`src/inc/flash_pkg.sv`:
```
/*
 * shared constants for the serial flash address-mode block and its spi host:
 * opcodes, bank register layout, discovery table contents, host register map.
 * assumes single-bit spi mode 0 framing on both ends.
 */
package flash_pkg;

    // opcodes
    localparam logic [7:0] OP_RD_BANK   = 8'h16;
    localparam logic [7:0] OP_WR_BANK   = 8'h17;
    localparam logic [7:0] OP_SOFT_RST  = 8'hf0;
    localparam logic [7:0] OP_WR_EN     = 8'h06;
    localparam logic [7:0] OP_WR_SR     = 8'h01;
    localparam logic [7:0] OP_RD_SR     = 8'h05;
    localparam logic [7:0] OP_READ3     = 8'h03;
    localparam logic [7:0] OP_READ4     = 8'h13;
    localparam logic [7:0] OP_RD_DISC   = 8'h5a;
    localparam logic [7:0] OP_MODE_EXIT = 8'hff;

    // bank register layout
    localparam int         BANK_MODE_BIT = 7;
    localparam logic [7:0] BANK_RESET    = 8'h00;

    // status register 1 layout
    localparam int         SR_WEL_BIT = 1;
    localparam logic [7:0] SR_RESET   = 8'h00;
    localparam logic [7:0] SR_WR_MASK = 8'hfc;

    // address bytes per command
    localparam logic [2:0] ADDR_BYTES3 = 3'd3;
    localparam logic [2:0] ADDR_BYTES4 = 3'd4;

    // discovery table window
    localparam logic [7:0]  DISC_BASE     = 8'h3c;
    localparam logic [7:0]  DISC_LAST     = 8'h47;
    localparam logic [31:0] DISC_4B_WORD  = 32'ha8fa28f0;
    localparam logic [31:0] DISC_MAP_HDR  = 32'hff0000ff;
    localparam logic [31:0] DISC_MAP_RGN  = 32'h3ffffff4;
    localparam logic [7:0]  DISC_BLANK    = 8'hff;

    // host register map (byte addresses)
    localparam logic [7:0] REG_CTRL   = 8'h00;
    localparam logic [7:0] REG_TXDATA = 8'h04;
    localparam logic [7:0] REG_STATUS = 8'h08;
    localparam logic [7:0] REG_RXDATA = 8'h0c;

    // host ctrl fields
    localparam int CTRL_OP_LSB  = 0;
    localparam int CTRL_NTX_LSB = 8;
    localparam int CTRL_NRX_LSB = 12;
    localparam int CTRL_START   = 16;
    localparam int CTRL_EXIT    = 17;
    localparam int CTRL_WREN    = 18;
    localparam int STAT_BUSY    = 0;

    // host sck half period in clk cycles (4 -> 80 ns at 50 MHz)
    localparam int SCK_HALF_DEFAULT = 4;
    localparam int SCK_HALF_MIN     = 4;

    // synchroniser depth for pin inputs
    localparam int SYNC_STAGES = 3;

endpackage : flash_pkg

```
`src/inc/spi_link_if.sv`:
```
/*
 * single-bit spi link between the flash device end and the host end.
 * assumes the host drives cs_n, sck and mosi, the device drives miso.
 */
`timescale 1ns/1ps
interface spi_link_if;
    logic cs_n;
    logic sck;
    logic mosi;
    logic miso;

    modport device (
        input  cs_n,
        input  sck,
        input  mosi,
        output miso
    );

    modport host (
        output cs_n,
        output sck,
        output mosi,
        input  miso
    );
endinterface : spi_link_if

```
`src/core/flash_dev.sv`:
```
/*
 * flash device end: bank register, 3/4-byte address decode, status register 1,
 * soft reset and discovery table reads over a mode 0 spi link.
 * assumes the link pins are asynchronous to clk and sck is at most clk/8;
 * the array itself lives outside and answers rd_data the cycle after the strobe.
 */
`timescale 1ns/1ps
module flash_dev
    import flash_pkg::*;
(
    input  wire logic        clk,
    input  wire logic        rst,
    spi_link_if.device       link,
    output logic             addr_strobe,
    output logic [31:0]      rd_addr,
    input  wire logic [7:0]  rd_data,
    output logic             four_byte_mode,
    output logic [7:0]       bank_value
);

    typedef enum logic [2:0] {
        PH_IDLE  = 3'b000,
        PH_OPC   = 3'b001,
        PH_ADDR  = 3'b011,
        PH_DUMMY = 3'b010,
        PH_XFER  = 3'b110,
        PH_SKIP  = 3'b111
    } phase_e;

    logic [2:0]  s1;
    logic [2:0]  s2;
    logic [2:0]  s3;
    logic [2:0]  pin_f;
    logic [2:0]  pin_q;
    logic        cs_act;
    logic        sck_rise;
    logic        sck_fall;
    logic        cs_rise;
    logic        cs_fall;
    phase_e      phase;
    logic [6:0]  rx_sh;
    logic [2:0]  bit_cnt;
    logic        byte_done;
    logic [7:0]  rx_byte;
    logic [7:0]  opcode;
    logic [2:0]  addr_left;
    logic [31:0] addr_sh;
    logic [31:0] next_addr;
    logic [31:0] addr;
    logic        wr_taken;
    logic [7:0]  bank;
    logic [7:0]  status;
    logic [7:0]  tx_sh;
    logic        last_addr;
    logic        soft_rst;

    // three-stage pin synchroniser, a level counts once stages two and three agree
    always_ff @(posedge clk) begin
        if (rst) begin
            s1 <= 3'b101;
            s2 <= 3'b101;
            s3 <= 3'b101;
            pin_f <= 3'b101;
            pin_q <= 3'b101;
        end else begin
            s1 <= {link.cs_n, link.sck, link.mosi};
            s2 <= s1;
            s3 <= s2;
            pin_f <= (pin_f & (s2 ^ s3)) | (s2 & ~(s2 ^ s3));
            pin_q <= pin_f;
        end
    end

    assign cs_act   = ~pin_f[2];
    assign sck_rise = cs_act & pin_f[1] & ~pin_q[1];
    assign sck_fall = cs_act & ~pin_f[1] & pin_q[1];
    assign cs_rise  = pin_f[2] & ~pin_q[2];
    assign cs_fall  = ~pin_f[2] & pin_q[2];
    assign byte_done = sck_rise && (bit_cnt == 3'd7);
    assign rx_byte   = {rx_sh, pin_f[0]};
    assign last_addr = (phase == PH_ADDR) && (addr_left == 3'd1);
    assign soft_rst  = cs_rise && (opcode == OP_SOFT_RST) && (phase == PH_SKIP);

    // effective address of the byte to fetch
    always_comb begin
        next_addr = addr + 32'd1;
        if (last_addr) begin
            next_addr = {addr_sh[23:0], rx_byte};
            if (opcode == OP_READ3 && !bank[BANK_MODE_BIT]) begin
                next_addr = {1'b0, bank[6:0], addr_sh[15:0], rx_byte};
            end
        end
    end

    // discovery table lookup
    function automatic logic [7:0] disc_byte(input logic [7:0] a);
        logic [7:0]  idx;
        logic [31:0] word;
        idx  = a - DISC_BASE;
        word = DISC_4B_WORD;
        if (idx[3:2] == 2'd1) begin
            word = DISC_MAP_HDR;
        end else if (idx[3:2] == 2'd2) begin
            word = DISC_MAP_RGN;
        end
        disc_byte = DISC_BLANK;
        if (a >= DISC_BASE && a <= DISC_LAST) begin
            disc_byte = word[{idx[1:0], 3'b000} +: 8];
        end
    endfunction : disc_byte

    // bit and byte framing
    always_ff @(posedge clk) begin
        if (rst || cs_fall || cs_rise) begin
            rx_sh   <= 7'h00;
            bit_cnt <= 3'd0;
        end else if (sck_rise) begin
            rx_sh   <= rx_byte[6:0];
            bit_cnt <= bit_cnt + 3'd1;
        end
    end

    // command phase sequencing
    always_ff @(posedge clk) begin
        if (rst || cs_rise) begin
            phase     <= PH_IDLE;
            addr_left <= 3'd0;
            wr_taken  <= 1'b0;
            if (rst) begin
                opcode <= 8'h00;
            end
        end else if (cs_fall) begin
            phase    <= PH_OPC;
            wr_taken <= 1'b0;
        end else if (byte_done) begin
            unique case (phase)
                PH_OPC: begin
                    opcode <= rx_byte;
                    phase  <= PH_SKIP;
                    if (rx_byte == OP_RD_BANK || rx_byte == OP_WR_BANK) begin
                        phase <= PH_XFER;
                    end else if (rx_byte == OP_RD_SR || rx_byte == OP_WR_SR) begin
                        phase <= PH_XFER;
                    end else if (rx_byte == OP_READ3) begin
                        phase     <= PH_ADDR;
                        addr_left <= bank[BANK_MODE_BIT] ? ADDR_BYTES4 : ADDR_BYTES3;
                    end else if (rx_byte == OP_READ4) begin
                        phase     <= PH_ADDR;
                        addr_left <= ADDR_BYTES4;
                    end else if (rx_byte == OP_RD_DISC) begin
                        phase     <= PH_ADDR;
                        addr_left <= ADDR_BYTES3;
                    end
                end
                PH_ADDR: begin
                    addr_left <= addr_left - 3'd1;
                    if (addr_left == 3'd1) begin
                        phase <= (opcode == OP_RD_DISC) ? PH_DUMMY : PH_XFER;
                    end
                end
                PH_DUMMY: phase <= PH_XFER;
                PH_XFER:  wr_taken <= 1'b1;
                PH_IDLE:  phase <= PH_IDLE;
                PH_SKIP:  phase <= PH_SKIP;
            endcase
        end
    end

    // address shift, fetch address and array strobe
    always_ff @(posedge clk) begin
        if (rst) begin
            addr_sh     <= 32'h0;
            addr        <= 32'h0;
            addr_strobe <= 1'b0;
        end else begin
            addr_strobe <= 1'b0;
            if (byte_done && phase == PH_ADDR) begin
                addr_sh <= {addr_sh[23:0], rx_byte};
                if (last_addr) begin
                    addr        <= next_addr;
                    addr_strobe <= (opcode != OP_RD_DISC);
                end
            end else if (byte_done && phase == PH_XFER && opcode != OP_RD_DISC) begin
                addr        <= next_addr;
                addr_strobe <= (opcode == OP_READ3 || opcode == OP_READ4);
            end else if (byte_done && phase == PH_DUMMY) begin
                addr <= addr;
            end else if (byte_done && phase == PH_XFER) begin
                addr <= next_addr;
            end
        end
    end

    assign rd_addr = addr;

    // bank register, volatile
    always_ff @(posedge clk) begin
        if (rst || soft_rst) begin
            bank <= BANK_RESET;
        end else if (byte_done && phase == PH_XFER && opcode == OP_WR_BANK && !wr_taken) begin
            bank <= rx_byte;
        end
    end

    assign four_byte_mode = bank[BANK_MODE_BIT];
    assign bank_value     = bank;

    // status register 1 and its write enable latch
    always_ff @(posedge clk) begin
        if (rst) begin
            status <= SR_RESET;
        end else if (soft_rst) begin
            status[SR_WEL_BIT] <= 1'b0;
        end else if (cs_rise && opcode == OP_WR_EN && phase == PH_SKIP) begin
            status[SR_WEL_BIT] <= 1'b1;
        end else if (byte_done && phase == PH_XFER && opcode == OP_WR_SR && !wr_taken) begin
            if (status[SR_WEL_BIT]) begin
                status <= rx_byte & SR_WR_MASK;
            end
        end
    end

    // transmit shifter: load on byte end, shift on falls inside a byte
    always_ff @(posedge clk) begin
        if (rst || cs_fall) begin
            tx_sh <= 8'h00;
        end else if (byte_done) begin
            tx_sh <= 8'h00;
            if (phase == PH_OPC && rx_byte == OP_RD_BANK) begin
                tx_sh <= bank;
            end else if (phase == PH_OPC && rx_byte == OP_RD_SR) begin
                tx_sh <= status;
            end else if (phase == PH_XFER && opcode == OP_RD_BANK) begin
                tx_sh <= bank;
            end else if (phase == PH_XFER && opcode == OP_RD_SR) begin
                tx_sh <= status;
            end else if (phase == PH_DUMMY) begin
                tx_sh <= disc_byte(addr[7:0]);
            end else if (phase == PH_XFER && opcode == OP_RD_DISC) begin
                tx_sh <= disc_byte(next_addr[7:0]);
            end
        end else if (sck_fall && bit_cnt != 3'd0) begin
            tx_sh <= {tx_sh[6:0], 1'b0};
        end
    end

    // array data is taken the cycle after the strobe
    logic strobe_q;
    always_ff @(posedge clk) begin
        if (rst) begin
            strobe_q <= 1'b0;
        end else begin
            strobe_q <= addr_strobe;
        end
    end

    logic [7:0] arr_byte;
    always_ff @(posedge clk) begin
        if (rst) begin
            arr_byte <= 8'h00;
        end else if (strobe_q) begin
            arr_byte <= rd_data;
        end
    end

    logic use_arr;
    always_ff @(posedge clk) begin
        if (rst || cs_rise || cs_fall) begin
            use_arr <= 1'b0;
        end else if (addr_strobe) begin
            use_arr <= 1'b1;
        end else if (byte_done) begin
            use_arr <= 1'b0;
        end
    end

    assign link.miso = use_arr && bit_cnt == 3'd0 && !strobe_q ? arr_byte[7] :
                       use_arr && bit_cnt != 3'd0 ? arr_byte[3'd7 - bit_cnt] : tx_sh[7];

endmodule : flash_dev

```
`src/flat_wrapper.sv`:
```
// flat-port wrapper written by rule: the top's interface ports become plain ports
module flash_dev_flat import flash_pkg::*;
  (clk, rst, addr_strobe, rd_addr, rd_data, four_byte_mode, bank_value, link_cs_n, link_sck, link_mosi, link_miso);
  spi_link_if link_i ();
  input  wire logic clk;
  input  wire logic rst;
  output logic addr_strobe;
  output logic [31:0] rd_addr;
  input  wire logic [7:0] rd_data;
  output logic four_byte_mode;
  output logic [7:0] bank_value;
  input wire logic [$bits(link_i.cs_n)-1:0] link_cs_n;
  input wire logic [$bits(link_i.sck)-1:0] link_sck;
  input wire logic [$bits(link_i.mosi)-1:0] link_mosi;
  output wire logic [$bits(link_i.miso)-1:0] link_miso;
  assign link_i.cs_n = link_cs_n;
  assign link_i.sck = link_sck;
  assign link_i.mosi = link_mosi;
  assign link_miso = link_i.miso;
  flash_dev u_core (.clk(clk), .rst(rst), .link(link_i), .addr_strobe(addr_strobe), .rd_addr(rd_addr), .rd_data(rd_data), .four_byte_mode(four_byte_mode), .bank_value(bank_value));
endmodule
```
`config.mk`:
```
export PLATFORM = sky130hd
export DESIGN_NAME = flash_dev_flat
export DESIGN_NICKNAME = d
export VERILOG_FILES = /design/src/inc/flash_pkg.sv /design/src/inc/spi_link_if.sv /design/src/core/flash_dev.sv /design/src/flat_wrapper.sv
export SDC_FILE = /design/constraint.sdc
export NUM_CORES = 1
export LEC_CHECK = 0
export ABC_CLOCK_PERIOD_IN_PS = 2500
export BUFFER_PORTS_ARGS = -buffer_cell sky130_fd_sc_hd__buf_4
export CAP_MARGIN = 20
export CORE_AREA = 2 2 117 119
export DETAILED_ROUTE_END_ITERATION = 8
export DIE_AREA = 0 0 119 121
export HOLD_SLACK_MARGIN = 0.02
export PLACE_DENSITY = 0.78
export REMOVE_ABC_BUFFERS = 1
export SYNTH_ARGS = -nofsm -noshare
export SYNTH_HDL_FRONTEND = slang
export SYNTH_SLANG_ARGS = --single-unit
```
`constraint.sdc`:
```
create_clock -name clk -period 2.5 [get_ports clk]
set_input_delay 0.25 -clock clk [delete_from_list [all_inputs] [get_ports clk]]
set_output_delay 0.25 -clock clk [all_outputs]
set_load 0.005 [all_outputs]
```
==> results.sh <==
export IMPL_outcome="finished clean"
export IMPL_period_needed_ns=2.385
export IMPL_synth_area_um2=7062
export IMPL_synth_common_cells="dfxtp_1, nand2_1, nor2_1"
export IMPL_slowest_stage="or4_4"
export IMPL_dieArea_um2=14400
export IMPL_viasPerCell=6.123
export IMPL_worst_r2r_cell_count=8
export IMPL_fin_area_um2=8541
export IMPL_grt_pass1_vias=6466
export IMPL_hold_viol=0
export IMPL_maxCapViolCount=0
export IMPL_insertion_delay_ns=0.43
export IMPL_path_max_fanout=7
export IMPL_r2r_slack_ns=0.12
export IMPL_cts_htree_levels=4
export IMPL_yosysTopAreaCellShare_pct=34.30
export IMPL_crit_type="register to register"
export IMPL_cts_buffers=17
export IMPL_yosys_warnings=0
export IMPL_max_stage_delay_ns=0.58
export IMPL_n_antenna_cell=0
export IMPL_rsz0062_at_grt="no"
export IMPL_synth_edf_count=8
export IMPL_port_buffers=55
export IMPL_rows=42
export IMPL_grt_ovfl_total=0
export IMPL_cts_tree="done"
export IMPL_antenna_found_initial=0
export IMPL_synth_async_reset_ratio_pct=0
export IMPL_grtUsageTotal_pct=28.35
export IMPL_startpoint="u_core.rd_addr[1]"
export IMPL_grt_pass1_wl_um=32410
export IMPL_reg2reg_from="u_core.rd_addr[1]"
export IMPL_drtIter0Drc=673
export IMPL_ant_nets=0
export IMPL_crit_cells=8
export IMPL_synth_ff_type="dfxtp_1"
export IMPL_slew_headroom_pct=57.55
export IMPL_grt_max_degree=42
export IMPL_drv_slew=0
export IMPL_synth_largest_area_cell="dfxtp_1"
export IMPL_drive_gt1_share_pct=18.19
export IMPL_setup_viol=0
export IMPL_crit_required_ns=2.82
export IMPL_dr_pass1_iters=5
export IMPL_core_um2=13090
export IMPL_place_area_um2=7881
export IMPL_yosysMostFrequentCell="dfxtp_1"
export IMPL_cts_buffer_depth=2
export IMPL_cts_sinks=129
export IMPL_ys_ff_latch=129
export IMPL_fmax_mhz=419.3
export IMPL_startpoint_type="register"
export IMPL_routedWlPerCell_um=17.82
export IMPL_gp_congestion=1.001
export IMPL_io_pins=56
export IMPL_hold_path_class="input port to register"
export IMPL_crit_family="simple AND/OR/NAND/NOR gates"
export IMPL_nets=987
export IMPL_syn_avg_cell_area_um2=7.944
export IMPL_path_cells="ha_1, nand3_2, o21ai_1, a31oi_1, or4_4, a21oi_2, nand4b_1, o21ba_1"
export IMPL_postSynthCellCount=889
export IMPL_worst_pin_slew_ns=0.6207
export IMPL_area_growth_pct=20.94
export IMPL_cts_root_buf="clkbuf_16"
export IMPL_yosysSeqAreaShare_pct=37.70
export IMPL_r2r_end="u_core.tx_sh[6]"
export IMPL_crit_buf_inv=0
export IMPL_irDropWorstVdd_v=0.0003628
export IMPL_p_per_area_nw_per_um2=567.0
export IMPL_p_leak_nw=3.238
export IMPL_hpwlAfterDp_um=14110
export IMPL_critPathCaptureType="register"
export IMPL_fin_skew_ns=0.009650
export IMPL_arrival_ns=2.70
export IMPL_routed_wl_um=20480
export IMPL_start_util_pct=53.97
export IMPL_holdWs_ns=0.03222
export IMPL_min_period_over_period_pct=95.39
export IMPL_path_clk_slew_ns=0.06
export IMPL_die_h_um=121
export IMPL_ys_types=81
export IMPL_dieWidth_um=119
export IMPL_crit_end="u_core.tx_sh[6]"
export IMPL_vias=7035
export IMPL_drc_errors=0
export IMPL_synthTopCellsByArea="dfxtp_1, a21oi_1, nand2_1, nor2_1, mux2i_1"
-- worst min path at each step --
stage | startpoint | to | slack (ns) | cells past startpoint
after CTS | link_sck | u_core.s1[1] | 0.03 | 2
after global placement | u_core.s1[2] | u_core.s2[2] | 0.39 | 1
final | link_sck | u_core.s1[1] | 0.03 | 2
after floorplan | rst | register | 0.32 | 1
after detailed placement | u_core.s1[0] | u_core.s2[0] | 0.40 | 1
after global routing | link_sck | u_core.s1[1] | 0.07 | 2
-- routing by layer --
metal | vias to the layer above | GRT usage, % | wire length (um)
met2 | 340 | 44.22 | 9076
met4 | 0 | 14.43 | 767
li1 | 3345 | - | -
met3 | 61 | 6.485 | 1790
met1 | 3289 | 36.84 | 8843
met5 | - | 0 | 0
-- flip-flops by register name (all words and copies together), names as in the netlist, named ones only --
signal and cells:
u_core.addr_left 3, u_core.s2 3, u_core.phase 3, u_core.addr_strobe 1, u_core.rx_sh 7, u_core.s3 3, u_core.addr_sh 24, u_core.arr_byte 8
u_core.rd_addr 32, u_core.wr_taken 1, u_core.status 7, u_core.s1 3, u_core.bit_cnt 3, u_core.tx_sh 8, u_core.strobe_q 1, u_core.use_arr 1
u_core.opcode 8, u_core.pin_q 2, u_core.bank_value 8
-- where the power goes --
group	leakage, nW	total, mW	internal (mW)	switching, mW
Sequential	1.06	2.10	2.09	0.0101
Combinational	1.88	0.0803	0.0303	0.0500
Clock	0.299	2.66	1.75	0.914
Total	3.24	4.84	3.87	0.974
-- placed cells by master (no fill, tap or decap), types with 4 or more instances in the layout --
cell,instances
nand2b_1,8
ha_1,12
xnor2_1,10
nor2_1,107
nand2_1,118
a32o_1,5
a21o_1,5
edfxtp_1,8
a31oi_1,7
o21ai_1,8
clkbuf_16,17
a22oi_1,5
bufinv_16,5
nor2b_1,12
o22ai_1,10
or3_1,9
buf_4,109
nor4_1,7
dfxtp_1,121
and2_1,14
nand4_1,8
inv_1,18
nand3_1,21
nor3_1,16
o32ai_1,4
mux2i_1,39
a2111oi_0,4
o21ai_0,46
and3_1,9
a21oi_1,89
nand4b_1,4
or2_2,10
nand3b_1,6
a211oi_1,11
o221ai_1,6
-- layout make-up --
class	instances	area (um2)
multi-input cells	681	4083
inverters	20	75.07
clock inverters	11	188.9
fillers	1065	4544
clock buffers	19	432.9
well taps	176	220.2
repair buffers	113	878.3
flip-flops and latches	129	2663
-- stage by stage --
step	std cells	setup slack, ns	total power [mW]	utilization (%)	setup TNS (ns)
floorplan	829	-0.6781	2.168	-	-16.44
global placement	1116	0.1864	2.217	60.23	0
detailed placement	1116	0.1258	2.219	60.23	0
CTS	1148	0.1066	4.846	65.14	0
global route	1149	0.01225	4.959	65.27	0
finish	1149	0.1152	4.843	65.27	0
-- timing repair --
item                                    in CTS  in global routing
endpoints found under the hold margin        2                  0
buffers inserted                             0                  0
hold buffers                                 2                  0
endpoints found under the setup margin       0                 10
resized for setup                            0                  4
-- worst reg2reg max path, cell delays in order, from the launching register on --
cell and delay [ns]:
dfxtp_1 0.43, ha_1 0.22, nand3_2 0.19, o21ai_1 0.21
a31oi_1 0.16, or4_4 0.58, a21oi_2 0.20, nand4b_1 0.12
o21ba_1 0.19
-- logic make-up after synthesis --
group | count (synthesis) | synth area share [%]
AO/OA/AOI/OAI | 236 | 20.87
XOR/XNOR | 11 | 1.364
adder cells (fa/ha/maj) | 12 | 2.126
buffers and inverters | 80 | 4.802
flip-flops | 129 | 37.70
multiplexers | 41 | 6.166
AND/OR/NAND/NOR | 380 | 26.97
(Power assumes the default switching activity.)
